[src/rx_fifo_pkg.sv]
package rx_fifo_pkg;

  // Receive buffer geometry
  localparam int FIFO_DEPTH = 16;
  localparam int CNT_W      = 5;
  localparam int AFC_W      = 8;
  localparam int CMD_W      = 8;
  localparam int STATUS_W   = 16;
  localparam int THR_W      = 4;
  localparam int ADDR_W     = 8;
  localparam int DATA_W     = 32;

  // Register byte offsets
  localparam logic [ADDR_W-1:0] OFF_CTRL       = 8'h00;
  localparam logic [ADDR_W-1:0] OFF_SYNC       = 8'h04;
  localparam logic [ADDR_W-1:0] OFF_STATUS     = 8'h08;
  localparam logic [ADDR_W-1:0] OFF_IRQ_STATUS = 8'h0c;
  localparam logic [ADDR_W-1:0] OFF_IRQ_CLEAR  = 8'h10;
  localparam logic [ADDR_W-1:0] OFF_IRQ_ENABLE = 8'h14;

  // Control register, bits [7:0]
  typedef struct packed {
    logic [THR_W-1:0] fill_threshold;
    logic             two_byte_sync;
    logic             afc_enable;
    logic             rx_enable;
    logic             fifo_enable;
  } ctrl_t;

  localparam logic [7:0] CTRL_RESET = 8'h1c;

  // Sync word: fixed first byte, programmable second byte
  localparam logic [7:0] SYNC_FIRST_BYTE = 8'h2d;
  localparam logic [7:0] SYNC_BYTE_RESET = 8'hd4;

  // Status word seen by APB and by the serial status command
  typedef struct packed {
    logic             fill_level_flag;
    logic             buffer_overflow_flag;
    logic             loading;
    logic [CNT_W-1:0] count;
    logic [AFC_W-1:0] afc_offset;
  } status_t;

  // Interrupt event bits (status, clear and enable share this layout)
  typedef struct packed {
    logic sync_found;
    logic overflow;
    logic fill_level;
  } irq_t;

  // Serial commands (first byte shifted in, MSB first)
  localparam logic [CMD_W-1:0] CMD_FIFO_READ   = 8'hb0;
  localparam logic [CMD_W-1:0] CMD_STATUS_READ = 8'h00;

  // Serial pins after synchronisation
  typedef struct packed {
    logic sck;
    logic cs_n;
    logic sdi;
    logic buffer_select_n;
  } serial_pins_t;

endpackage

[src/rx_bit_fifo.sv]
`timescale 1ns/1ps
module rx_bit_fifo
  import rx_fifo_pkg::*;
#(
  parameter int DEPTH = FIFO_DEPTH
) (
  input  wire logic             clk,
  input  wire logic             rst_n,
  input  wire logic             flush,
  input  wire logic             push,
  input  wire logic             push_bit,
  input  wire logic             pop,
  output logic                  head_bit,
  output logic [CNT_W-1:0]      count,
  output logic                  overflow_evt
);

  typedef struct packed {
    logic [DEPTH-1:0] mem;
    logic [CNT_W-1:0] count;
  } fifo_state_t;

  localparam logic [CNT_W-1:0] ONE  = CNT_W'(1);
  localparam logic [CNT_W-1:0] FULL = CNT_W'(DEPTH);

  fifo_state_t s_q;
  fifo_state_t s_d;

  always_comb begin
    s_d          = s_q;
    overflow_evt = 1'b0;
    if (flush) begin
      s_d = '0;
    end else begin
      // Oldest bit sits at index 0; a pop shifts the rest down
      if (pop && s_q.count != '0) begin
        s_d.mem   = s_q.mem >> 1;
        s_d.count = s_q.count - ONE;
      end
      if (push) begin
        // Bits beyond capacity are dropped and reported
        if (s_d.count == FULL) begin
          overflow_evt = 1'b1;
        end else begin
          s_d.mem[s_d.count[CNT_W-2:0]] = push_bit;
          s_d.count                     = s_d.count + ONE;
        end
      end
    end
  end

  always_ff @(posedge clk or negedge rst_n) begin
    if (!rst_n) begin
      s_q <= '0;
    end else begin
      s_q <= s_d;
    end
  end

  assign head_bit = s_q.mem[0];
  assign count    = s_q.count;

endmodule

[src/sync_word_matcher.sv]
`timescale 1ns/1ps
module sync_word_matcher
  import rx_fifo_pkg::*;
(
  input  wire logic       clk,
  input  wire logic       rst_n,
  input  wire logic       clear,
  input  wire logic       bit_valid,
  input  wire logic       bit_in,
  input  wire logic [7:0] sync_byte,
  input  wire logic       two_byte,
  output logic            match
);

  typedef struct packed {
    logic [15:0] shreg;
    logic        match;
  } match_state_t;

  match_state_t s_q;
  match_state_t s_d;

  function automatic logic word_hit(input logic [15:0] w, input logic [7:0] b,
                                    input logic two);
    word_hit = (w[7:0] == b) && (!two || w[15:8] == SYNC_FIRST_BYTE);
  endfunction

  always_comb begin
    s_d       = s_q;
    s_d.match = 1'b0;
    if (clear) begin
      s_d = '0;
    end else if (bit_valid) begin
      s_d.shreg = {s_q.shreg[14:0], bit_in};
      s_d.match = word_hit(s_d.shreg, sync_byte, two_byte);
    end
  end

  always_ff @(posedge clk or negedge rst_n) begin
    if (!rst_n) begin
      s_q <= '0;
    end else begin
      s_q <= s_d;
    end
  end

  assign match = s_q.match;

endmodule

[src/rx_fifo_serial_readout.sv]
// Behaviour
// - Each received bit is shifted into a sixteen-bit first-in first-out buffer.
// - Loading starts only once valid-data indicator and sync match agree.
// - Programmable bit threshold; fill flag and interrupt rise when reached.
// - Buffer select low routes buffer head to serial output, one bit per clock.
// - A serial read command also returns stored buffer bits.
// - Sync byte is programmable; optional fixed first byte makes a two-byte word.
// - The status word carries the measured frequency offset.
// - Overflow flag on too many bits, alongside fill flag; status read clears it.
// - Fill flag holds until count falls below threshold or receiver/buffer switched off.
//
// Chosen here: the address map and the APB register port.
`timescale 1ns/1ps
module rx_fifo_serial_readout
  import rx_fifo_pkg::*;
(
  input  wire logic              pclk,
  input  wire logic              presetn,
  input  wire logic              psel,
  input  wire logic              penable,
  input  wire logic              pwrite,
  input  wire logic [ADDR_W-1:0] paddr,
  input  wire logic [DATA_W-1:0] pwdata,
  output logic      [DATA_W-1:0] prdata,
  output logic                   pready,
  output logic                   pslverr,
  input  wire logic              rx_bit,
  input  wire logic              rx_bit_valid,
  input  wire logic              valid_data_indicator,
  input  wire logic [AFC_W-1:0]  afc_offset,
  input  wire logic              sck,
  input  wire logic              cs_n,
  input  wire logic              sdi,
  input  wire logic              buffer_select_n,
  output logic                   sdo,
  output logic                   sdo_oe,
  output logic                   fill_level_irq_n,
  output logic                   afc_enable,
  output logic                   irq
);

  typedef enum logic [2:0] {
    SER_IDLE,
    SER_CMD,
    SER_FIFO,
    SER_STATUS,
    SER_DONE
  } ser_state_t;

  typedef struct packed {
    serial_pins_t            pins_meta;
    serial_pins_t            pins_sync;
    logic                    sck_prev;
    ser_state_t              ser;
    logic [CMD_W-1:0]        cmd_sh;
    logic [2:0]              cmd_cnt;
    logic [STATUS_W-1:0]     status_sh;
    logic                    sdo;
    logic                    sdo_oe;
    ctrl_t                   ctrl;
    logic [7:0]              sync_byte;
    logic                    loading;
    logic                    fill;
    logic                    overflow;
    irq_t                    irq_st;
    irq_t                    irq_en;
    logic [DATA_W-1:0]       prdata;
  } state_t;

  localparam logic [2:0] CMD_LAST = 3'(CMD_W - 1);

  state_t s_q;
  state_t s_d;

  logic             head_bit;
  logic [CNT_W-1:0] fifo_count;
  logic             overflow_evt;
  logic             sync_match;
  logic             fifo_push;
  logic             fifo_pop;
  logic             fifo_flush;

  function automatic logic addr_mapped(input logic [ADDR_W-1:0] a);
    if (a == OFF_CTRL) begin
      addr_mapped = 1'b1;
    end else if (a == OFF_SYNC) begin
      addr_mapped = 1'b1;
    end else if (a == OFF_STATUS) begin
      addr_mapped = 1'b1;
    end else if (a == OFF_IRQ_STATUS) begin
      addr_mapped = 1'b1;
    end else if (a == OFF_IRQ_CLEAR) begin
      addr_mapped = 1'b1;
    end else if (a == OFF_IRQ_ENABLE) begin
      addr_mapped = 1'b1;
    end else begin
      addr_mapped = 1'b0;
    end
  endfunction

  function automatic status_t build_status(input state_t st, input logic [CNT_W-1:0] cnt,
                                           input logic [AFC_W-1:0] afc);
    build_status.fill_level_flag      = st.fill;
    build_status.buffer_overflow_flag = st.overflow;
    build_status.loading              = st.loading;
    build_status.count                = cnt;
    build_status.afc_offset           = afc;
  endfunction

  status_t status_now;
  logic    apb_setup;
  logic    apb_wr;
  logic    apb_rd;
  logic    sck_rise;
  logic    direct_mode;
  logic    status_clear;
  irq_t    irq_events;
  irq_t    irq_clr;

  assign status_now  = build_status(s_q, fifo_count, afc_offset);
  assign apb_setup   = psel && !penable;
  assign apb_wr      = psel && penable && pwrite && addr_mapped(paddr);
  assign apb_rd      = psel && penable && !pwrite && addr_mapped(paddr);
  assign sck_rise    = s_q.pins_sync.sck && !s_q.sck_prev;
  // Select line only acts while no command frame is open
  assign direct_mode = !s_q.pins_sync.buffer_select_n && s_q.pins_sync.cs_n;

  // pop per serial clock in direct mode; pop in command read
  assign fifo_pop   = sck_rise && (direct_mode || s_q.ser == SER_FIFO);
  // switching off receiver or buffer empties it
  assign fifo_flush = !s_q.ctrl.fifo_enable || !s_q.ctrl.rx_enable;
  assign fifo_push  = s_q.loading && rx_bit_valid && !fifo_flush;

  always_comb begin
    s_d          = s_q;
    status_clear = 1'b0;
    irq_events   = '0;
    irq_clr      = '0;

    // Pin synchronisers: the first stage feeds only the second
    s_d.pins_meta.sck             = sck;
    s_d.pins_meta.cs_n            = cs_n;
    s_d.pins_meta.sdi             = sdi;
    s_d.pins_meta.buffer_select_n = buffer_select_n;
    s_d.pins_sync                 = s_q.pins_meta;
    s_d.sck_prev                  = s_q.pins_sync.sck;

    // begin loading once data valid and sync seen together
    if (fifo_flush) begin
      s_d.loading = 1'b0;
    end else if (valid_data_indicator && sync_match) begin
      s_d.loading = 1'b1;
    end

    // Serial command engine
    if (s_q.pins_sync.cs_n) begin
      s_d.ser     = SER_IDLE;
      s_d.cmd_cnt = '0;
    end else begin
      case (s_q.ser)
        SER_IDLE: begin
          s_d.ser     = SER_CMD;
          s_d.cmd_cnt = '0;
        end
        SER_CMD: begin
          if (sck_rise) begin
            s_d.cmd_sh  = {s_q.cmd_sh[CMD_W-2:0], s_q.pins_sync.sdi};
            s_d.cmd_cnt = s_q.cmd_cnt + 3'(1);
            if (s_q.cmd_cnt == CMD_LAST) begin
              if (s_d.cmd_sh == CMD_FIFO_READ) begin
                s_d.ser = SER_FIFO;
              end else if (s_d.cmd_sh == CMD_STATUS_READ) begin
                s_d.ser       = SER_STATUS;
                s_d.status_sh = status_now;
                status_clear  = 1'b1;
              end else begin
                s_d.ser = SER_DONE;
              end
            end
          end
        end
        SER_STATUS: begin
          // Advance on the rise that takes the shown bit, as the buffer readout does
          if (sck_rise) begin
            s_d.status_sh = {s_q.status_sh[STATUS_W-2:0], 1'b0};
          end
        end
        SER_FIFO: begin
          s_d.ser = SER_FIFO;
        end
        default: begin
          s_d.ser = SER_DONE;
        end
      endcase
    end

    if (direct_mode || s_d.ser == SER_FIFO) begin
      s_d.sdo = head_bit;
    end else if (s_d.ser == SER_STATUS) begin
      s_d.sdo = s_d.status_sh[STATUS_W-1];
    end else begin
      s_d.sdo = 1'b0;
    end
    s_d.sdo_oe = !s_q.pins_sync.cs_n || !s_q.pins_sync.buffer_select_n;

    // flag when stored count reaches threshold; drops as bits read
    s_d.fill = !fifo_flush && (fifo_count != '0)
               && (fifo_count >= CNT_W'(s_q.ctrl.fill_threshold));

    // APB register access
    if (apb_wr) begin
      if (paddr == OFF_CTRL) begin
        s_d.ctrl = ctrl_t'(pwdata[7:0]);
      end else if (paddr == OFF_SYNC) begin
        s_d.sync_byte = pwdata[7:0];
      end else if (paddr == OFF_IRQ_CLEAR) begin
        irq_clr = irq_t'(pwdata[2:0]);
      end else if (paddr == OFF_IRQ_ENABLE) begin
        s_d.irq_en = irq_t'(pwdata[2:0]);
      end
    end
    if (apb_rd && paddr == OFF_STATUS) begin
      status_clear = 1'b1;
    end
    if (apb_setup) begin
      if (paddr == OFF_CTRL) begin
        s_d.prdata = DATA_W'(s_q.ctrl);
      end else if (paddr == OFF_SYNC) begin
        s_d.prdata = DATA_W'({SYNC_FIRST_BYTE, s_q.sync_byte});
      end else if (paddr == OFF_STATUS) begin
        s_d.prdata = DATA_W'(status_now);
      end else if (paddr == OFF_IRQ_STATUS) begin
        s_d.prdata = DATA_W'(s_q.irq_st);
      end else if (paddr == OFF_IRQ_ENABLE) begin
        s_d.prdata = DATA_W'(s_q.irq_en);
      end else begin
        s_d.prdata = '0;
      end
    end

    // overflow set wins over status-read clear
    if (overflow_evt) begin
      s_d.overflow = 1'b1;
    end else if (status_clear) begin
      s_d.overflow = 1'b0;
    end

    irq_events.fill_level = s_d.fill && !s_q.fill;
    irq_events.overflow   = overflow_evt;
    irq_events.sync_found = sync_match && !s_q.loading;
    // Sticky events: a new event in the clear cycle is kept
    s_d.irq_st = (s_q.irq_st & ~irq_clr) | irq_events;
  end

  always_ff @(posedge pclk or negedge presetn) begin
    if (!presetn) begin
      s_q                 <= '0;
      s_q.pins_meta       <= '1;
      s_q.pins_sync       <= '1;
      // Serial clock idles low; a high reset value would fake a first edge
      s_q.pins_meta.sck   <= 1'b0;
      s_q.pins_sync.sck   <= 1'b0;
      s_q.ser             <= SER_IDLE;
      s_q.ctrl            <= ctrl_t'(CTRL_RESET);
      s_q.sync_byte       <= SYNC_BYTE_RESET;
    end else begin
      s_q <= s_d;
    end
  end

  rx_bit_fifo #(
    .DEPTH        (FIFO_DEPTH)
  ) rx_bit_fifo_i (
    .clk          (pclk),
    .rst_n        (presetn),
    .flush        (fifo_flush),
    .push         (fifo_push),
    .push_bit     (rx_bit),
    .pop          (fifo_pop),
    .head_bit     (head_bit),
    .count        (fifo_count),
    .overflow_evt (overflow_evt)
  );

  // sync recognizer, one or two bytes
  sync_word_matcher sync_word_matcher_i (
    .clk       (pclk),
    .rst_n     (presetn),
    .clear     (fifo_flush || s_q.loading),
    .bit_valid (rx_bit_valid),
    .bit_in    (rx_bit),
    .sync_byte (s_q.sync_byte),
    .two_byte  (s_q.ctrl.two_byte_sync),
    .match     (sync_match)
  );

  // Zero-wait slave: data captured in setup, answered in first access cycle
  assign pready           = 1'b1;
  assign pslverr          = psel && penable && !addr_mapped(paddr);
  assign prdata           = s_q.prdata;
  assign sdo              = s_q.sdo;
  assign sdo_oe           = s_q.sdo_oe;
  assign fill_level_irq_n = !s_q.fill;
  assign afc_enable       = s_q.ctrl.afc_enable;
  assign irq              = |(s_q.irq_st & s_q.irq_en);

endmodule

[config.mk]
export PLATFORM = sky130hd
export DESIGN_NAME = rx_fifo_serial_readout
export DESIGN_NICKNAME = d
export VERILOG_FILES = /design/src/rx_fifo_pkg.sv /design/src/rx_bit_fifo.sv /design/src/sync_word_matcher.sv /design/src/rx_fifo_serial_readout.sv
export SDC_FILE = /design/constraint.sdc
export NUM_CORES = 1
export LEC_CHECK = 0
export ABC_AREA = 1
export BUFFER_PORTS_ARGS = -buffer_cell sky130_fd_sc_hd__clkbuf_2
export CORE_MARGIN = 3
export CORE_UTILIZATION = 52
export CTS_CLUSTER_SIZE = 10
export DETAILED_ROUTE_END_ITERATION = 12
export PLACE_DENSITY = 0.88
export SLEW_MARGIN = 40
export SYNTH_ARGS = -nofsm -noshare
export SYNTH_HDL_FRONTEND = slang
export SYNTH_SLANG_ARGS = --single-unit
[constraint.sdc]
create_clock -name pclk -period 2.4 [get_ports pclk]
set_input_delay 0.12 -clock pclk [delete_from_list [all_inputs] [get_ports pclk]]
set_output_delay 0.12 -clock pclk [all_outputs]
set_load 0.01 [all_outputs]
### After elaboration in Yosys (flattened, before gate mapping)

Index checks and enable logic that the tools add are counted.

| operators by class | value |
|---|---|
| magnitude comparators | 3 |
| bitwise logic cells | 8 |
| $add $sub $neg | 3 |
| mux-type cells | 55 |
| equal/unequal tests | 21 |
| reductions and logical operators | 55 |

Operators by type and width:

| kind | count |
|---|---|
| 16-bit 2-to-1 mux | 10 |
| 21-bit 2-to-1 mux | 5 |
| 3-bit 2-to-1 mux | 11 |
| 16-bit case mux with 2 select lines | 1 |
| 30-bit 2-to-1 mux | 1 |
| 1-bit 2-to-1 mux | 23 |
| 1-bit logical AND | 21 |
| 16-bit bitwise mux | 1 |
| 8-bit by 4-bit == test with 1-bit output (second input constant) | 2 |
| 8-bit by 5-bit == test with 1-bit output (second input constant) | 2 |
| 8-bit logical NOT | 2 |
| 3-bit by 2-bit == test with 1-bit output (second input constant) | 4 |
| 1-bit logical NOT | 12 |
| 3-bit case mux with 4 select lines | 1 |
| 2-bit != test (second input constant) | 5 |
| 8-bit by 3-bit == test with 1-bit output (second input constant) | 1 |
| 8-bit by 6-bit == test with 1-bit output (second input constant) | 1 |
| 8-bit == test | 1 |
| 8-bit == test (second input constant) | 1 |
| 2-bit nonzero test | 4 |
| 7-bit AND reduction | 1 |
| 3-bit bitwise AND | 2 |
| 1-bit logical OR | 6 |
| 3-bit case mux with 2 select lines | 1 |
| other kinds (21) | 26 |

| storage, ports and cells | value |
|---|---|
| register bits | 135 |
| output and inout port bits | 39 |
| logic and storage cells | 181 |

### Depth between registers and ports, before layout

| depth | value |
|---|---|
| word-level depth | 15 |
| depth in mapped cells | 17 |

### By module

Synthesis repeated with hierarchy kept, for this count alone.

| second synthesis, totals | value |
|---|---|
| cells, all modules | 812 |
| area, all modules | 6,506.2 sq um |

Modules (own cells, without submodules):

| module | instances | seq. area each (sq um) | cells an instance | area each (sq um) |
|---|---|---|---|---|
| rx_fifo_serial_readout | 1 | 2,043.2 | 495 | 4,155.2 |
| rx_bit_fifo | 1 | 525.5 | 225 | 1,589.0 |
| sync_word_matcher | 1 | 400.4 | 92 | 762.0 |

### Least setup slack after synthesis

Ideal clock, no wire load.

| timing | value |
|---|---|
| path type | flip-flop to flip-flop |
| from | register rx_bit_fifo_i.s_q (netlist bit rx_bit_fifo_i.count[0]) |
| to | register rx_bit_fifo_i.s_q[6] in the netlist's numbering |
| arrival | 2,278 ps |
| cell stages (with the launch flop) | 15 |
| period minus slack after synthesis | 2,395 ps |
| path slack | 5 ps |
| required time | 2,283 ps |
| path buffers | 1 |
| path through | dfrtp_1 inv_1 ha_1 inv_1 nor2_1 nand2_2 nand3_4 xor2_1 ha_1 clkbuf_1 inv_1 o211ai_1 nand2_1 nand2_1 nor2_1 |

RTL lines:

| item | line | RTL |
|---|---|---|
| start, declared | rx_bit_fifo.sv:26 | `fifo_state_t s_q;` |
| start signal, assigned | rx_bit_fifo.sv:54 | `s_q <= '0;` |
| start signal, assigned | rx_bit_fifo.sv:56 | `s_q <= s_d;` |

==> summary.md <==
| Metric | Value |
|---|---|
| Synth top area cells | dfrtp_1 (41%), nand2_1 (11%), inv_1 (6.2%) |
| Largest net degree at the start of global routing | 119 |
| Worst r2r path cells | 15 |
| Top Family by Delay on Critical Path | simple AND/OR/NAND/NOR gates |
| Average size of a mapped cell | 8.04 µm² |
| Slew @ Worst Pin | 663 ps |
| Post-synthesis instance area | 6460 µm² |
| Gr usage total | 22.9% |
| Initial antenna violation count | 0 |
| Placed cell areas | 6770 µm² |
| Total of max-cap violations | 0 |
| Final-report max-slew violation count | 0 |
| Synth Area in Compound Gates | 13.1% |
| Die area | 13800 µm² |
| CP startpoint kind | flop |
| Maximum fanout along the worst path | 12 |
| Nets | 944 |
| Main combinational cell family by area after synthesis | simple AND/OR/NAND/NOR gates |
| Multi-input gate area | 2800 µm² |
| Hold worst-path end | s_q[41] |
| CP Class | flop to flop |
| Synth top area share | 40.7% |
| Syn. warnings | 0 |
| Syn Inst Count | 803 |
| Clock skew | 7.10 ps |
| LEAKAGE | 3.77 nW |
| Hold path cells | 3 |
| Synth cell types | 47 |
| Port buffer count | 57 |
| FFs w/ async S/R, synth | 100% |
| Wirelength per Cell | 15.0 µm |
| I/O pin count | 99 |
| FF+latch count, synth | 118 |
| Vias/cell | 5.42 |
| Adder-cell share of the synthesized area | 2.33% |
| Total power | 4.74 mW |
| Num CTS Buffers | 17 |
| Fin cells | 1053 |
| Area delta synth->final | 17.0% |
| Crit-path max cell delay | 430 ps |
| CTS H-tree lvls | 4 |
| Post-layout min period | 2340 ps |
| Post-synth top area cell | dfrtp_1 |
| Crit. End Element | flop |
| Fill cell count | 955 |
| Flop2flop setup slack | 60 ps |
| Drt drc | 0 |
| Fmax | 427 MHz |
| Core box area | 12100 µm² |
| Global-route wire length before repair | 25500 µm |
| Root buffer cell | clkbuf_16 |
| Max-slew headroom | 55.8% |
| Outcome | complete, no violations |
| Peak VDD IR | 0.565 mV |
| Final setup fails | 0 |
| Reg2Reg Launch Point | rx_bit_fifo_i.count[0] |
| Setup TNS | 0 ps |
| Worst path bufs/invs | 5 |
| Post-synthesis xor/xnor area fraction | 0.543% |
| N_diodes | 0 |
| Post-DP HPWL | 10100 µm |
| CTS tree | done |
| Critical path's most frequent cell | inv_1 |
| Total wire length | 15700 µm |
| Final instance area | 7550 µm² |
| Clock transition at the registers of the reported paths | 60 ps |
| Synth Flop Type | dfrtp_1 |
| Placed Instances | 1004 |
| Register area | 2970 µm² |
| Site row count | 40 |
| Endpoints failing hold | 0 |
| Worst path arrival time | 2650 ps |
| Hold path startpoint | pwdata[0] |
| CTS max path bufs | 2 |
| Commonest non-fill, non-tap cells in the layout | nand2_1 (196), inv_1 (104), dfrtp_1 (104), o21ai_0 (67), clkbuf_2 (56) |
| Final period utilization | 97.6% |
| Worst Path Required | 2710 ps |
| Initial Utilization | 53.5% |
| Post-synth EDFFs | 0 |
| Hold Path Class | input pin to flop |
| DIE HEIGHT | 117 µm |
| Slowest-stage cell, CP | dfrtp_2 |
| Clk sinks | 118 |
| Commonest non-fill, non-tap cell in the layout | nand2_1 |
| Final Core Density | 62.6% |
| Reg-to-reg critical path endpoint | rx_bit_fifo_i.s_q[20] |
| Fraction of layout cells with a size suffix above 1 | 19.9% |
| GPL Wtd Cong | 0.895 |
| Routed Antenna Nets | 0 |
| Multiplexer share of the synthesized area | 1.24% |
| Via count | 5707 |
| Number of global-route vias before repair | 5401 |
| Worst-Skew Late Latency | 420 ps |
| GRT overflow | 0 |
| DRT Pass-1 Iters | 6 |
| Worst path cell trace | inv_1 -> ha_1 -> inv_1 -> nor2_2 -> nand2_2 -> nand3_4 -> buf_6 -> nand2_1 -> nand2_4 -> buf_4 -> nor2_4 -> nand2_1 -> inv_1 -> a21oi_1 -> nor2_1 |
| Simple-gate share of the synthesized area | 24.1% |
| PwrDens | 627 nW/µm² |
| Sequential fraction of the synthesis area | 46.0% |
| Die width | 117 µm |
| 1st-iter DRT viols | 554 |
==> worst register-to-register path, cell delays in order (launching register included) <==
cell and delay [ps]:
dfrtp_2 430, inv_1 90, ha_1 150, inv_1 50, nor2_2 120, nand2_2 90
nand3_4 150, buf_6 200, nand2_1 120, nand2_4 110, buf_4 200, nor2_4 70
nand2_1 120, inv_1 90, a21oi_1 150, nor2_1 70
==> through the flow <==
stage                     hold slack, ps  worst slack (ps)
after floorplan                     -176              4.80
after global placement               208               135
after detailed placement             214              41.0
after CTS                          0.647             -78.9
after global routing                14.6             -97.8
final                               4.46              57.5
==> state kept, by name (all words and copies together) (netlist names) <==
register,cells
rx_bit_fifo_i.s_q,15
sync_word_matcher_i.match,1
s_d,5
prdata,16
rx_bit_fifo_i.head_bit,1
rx_bit_fifo_i.count,5
sdo_oe,1
sdo,1
s_q,57
sync_word_matcher_i.s_q,15
afc_enable,1
==> worst max-delay path by stage <==
stage,start,slack (ps),end,cells past startpoint
2_1_floorplan,rx_bit_fifo_i.count[0],5,rx_bit_fifo_i.s_q[6],14
3_3_place_gp,rx_bit_fifo_i.count[0],140,rx_bit_fifo_i.s_q[7],13
3_5_place_dp,rx_bit_fifo_i.count[0],40,rx_bit_fifo_i.s_q[7],13
4_1_cts,rx_bit_fifo_i.count[0],-80,rx_bit_fifo_i.s_q[20],15
5_1_grt,rx_bit_fifo_i.count[0],-100,rx_bit_fifo_i.s_q[20],15
6_report,rx_bit_fifo_i.count[0],60,rx_bit_fifo_i.s_q[20],15
==> metal layers <==
layer	share of wire (%)	wire length (µm)	global-route usage, %	vias to the layer above
li1	-	-	-	2690
met1	41	6490	29.5	2712
met2	49	7750	36.2	253
met3	6.5	1030	5.88	52
met4	3.0	479	11.1	0
met5	0	0	0	-
==> cells in the mapped netlist, types with 3 or more instances <==
master / n
nand2_1: 197
inv_1: 106
dfrtp_1: 105
o21ai_0: 69
nor2_1: 50
nand3_1: 43
buf_4: 37
a21oi_1: 24
dfstp_2: 13
ha_1: 12
nand4_1: 12
clkbuf_1: 10
o22ai_1: 10
mux2i_1: 8
o211ai_1: 8
o21ai_1: 8
o21ai_2: 8
inv_2: 7
nand2_2: 7
nor3_1: 6
nor4_1: 6
a31oi_1: 5
buf_2: 5
nor2_4: 5
a211oi_1: 4
a21boi_0: 4
buf_6: 4
nand2_4: 3
nor2_2: 3
==> kinds of logic (layout without fill, tap and decap cells) <==
family,count (synthesis),after routing
AND/OR/NAND/NOR,342,342
buffers and inverters,171,238
adder cells (fa/ha/maj),12,12
multiplexers,8,8
AO/OA/AOI/OAI,146,146
other,2,17
flip-flops,118,118
XOR/XNOR,4,4
==> repair_timing <==
action                                  in CTS  in global routing
hold endpoints to repair                   123                  0
gates resized for setup                      1                 19
pin swaps                                    0                  3
endpoints found under the setup margin       5                 21
hold buffers                                15                  0
setup buffers                                0                  2
==> where the power goes <==
group	internal [mW]	switching, mW	total [mW]	leakage, nW
clock	1.45	0.880	2.33	0.276
sequential	2.06	0.0362	2.10	1.55
combinational	0.100	0.206	0.306	1.94
==> layout make-up <==
class	count	share of cell area, %
tap	168	2.78
clock buffer	21	6.10
clock inverter	11	1.09
multi-input combinational	529	37.1
inverter	115	5.72
timing repair buffer	91	7.90
sequential	118	39.3
No activity file was read; power rests on OpenSTA's default activity.
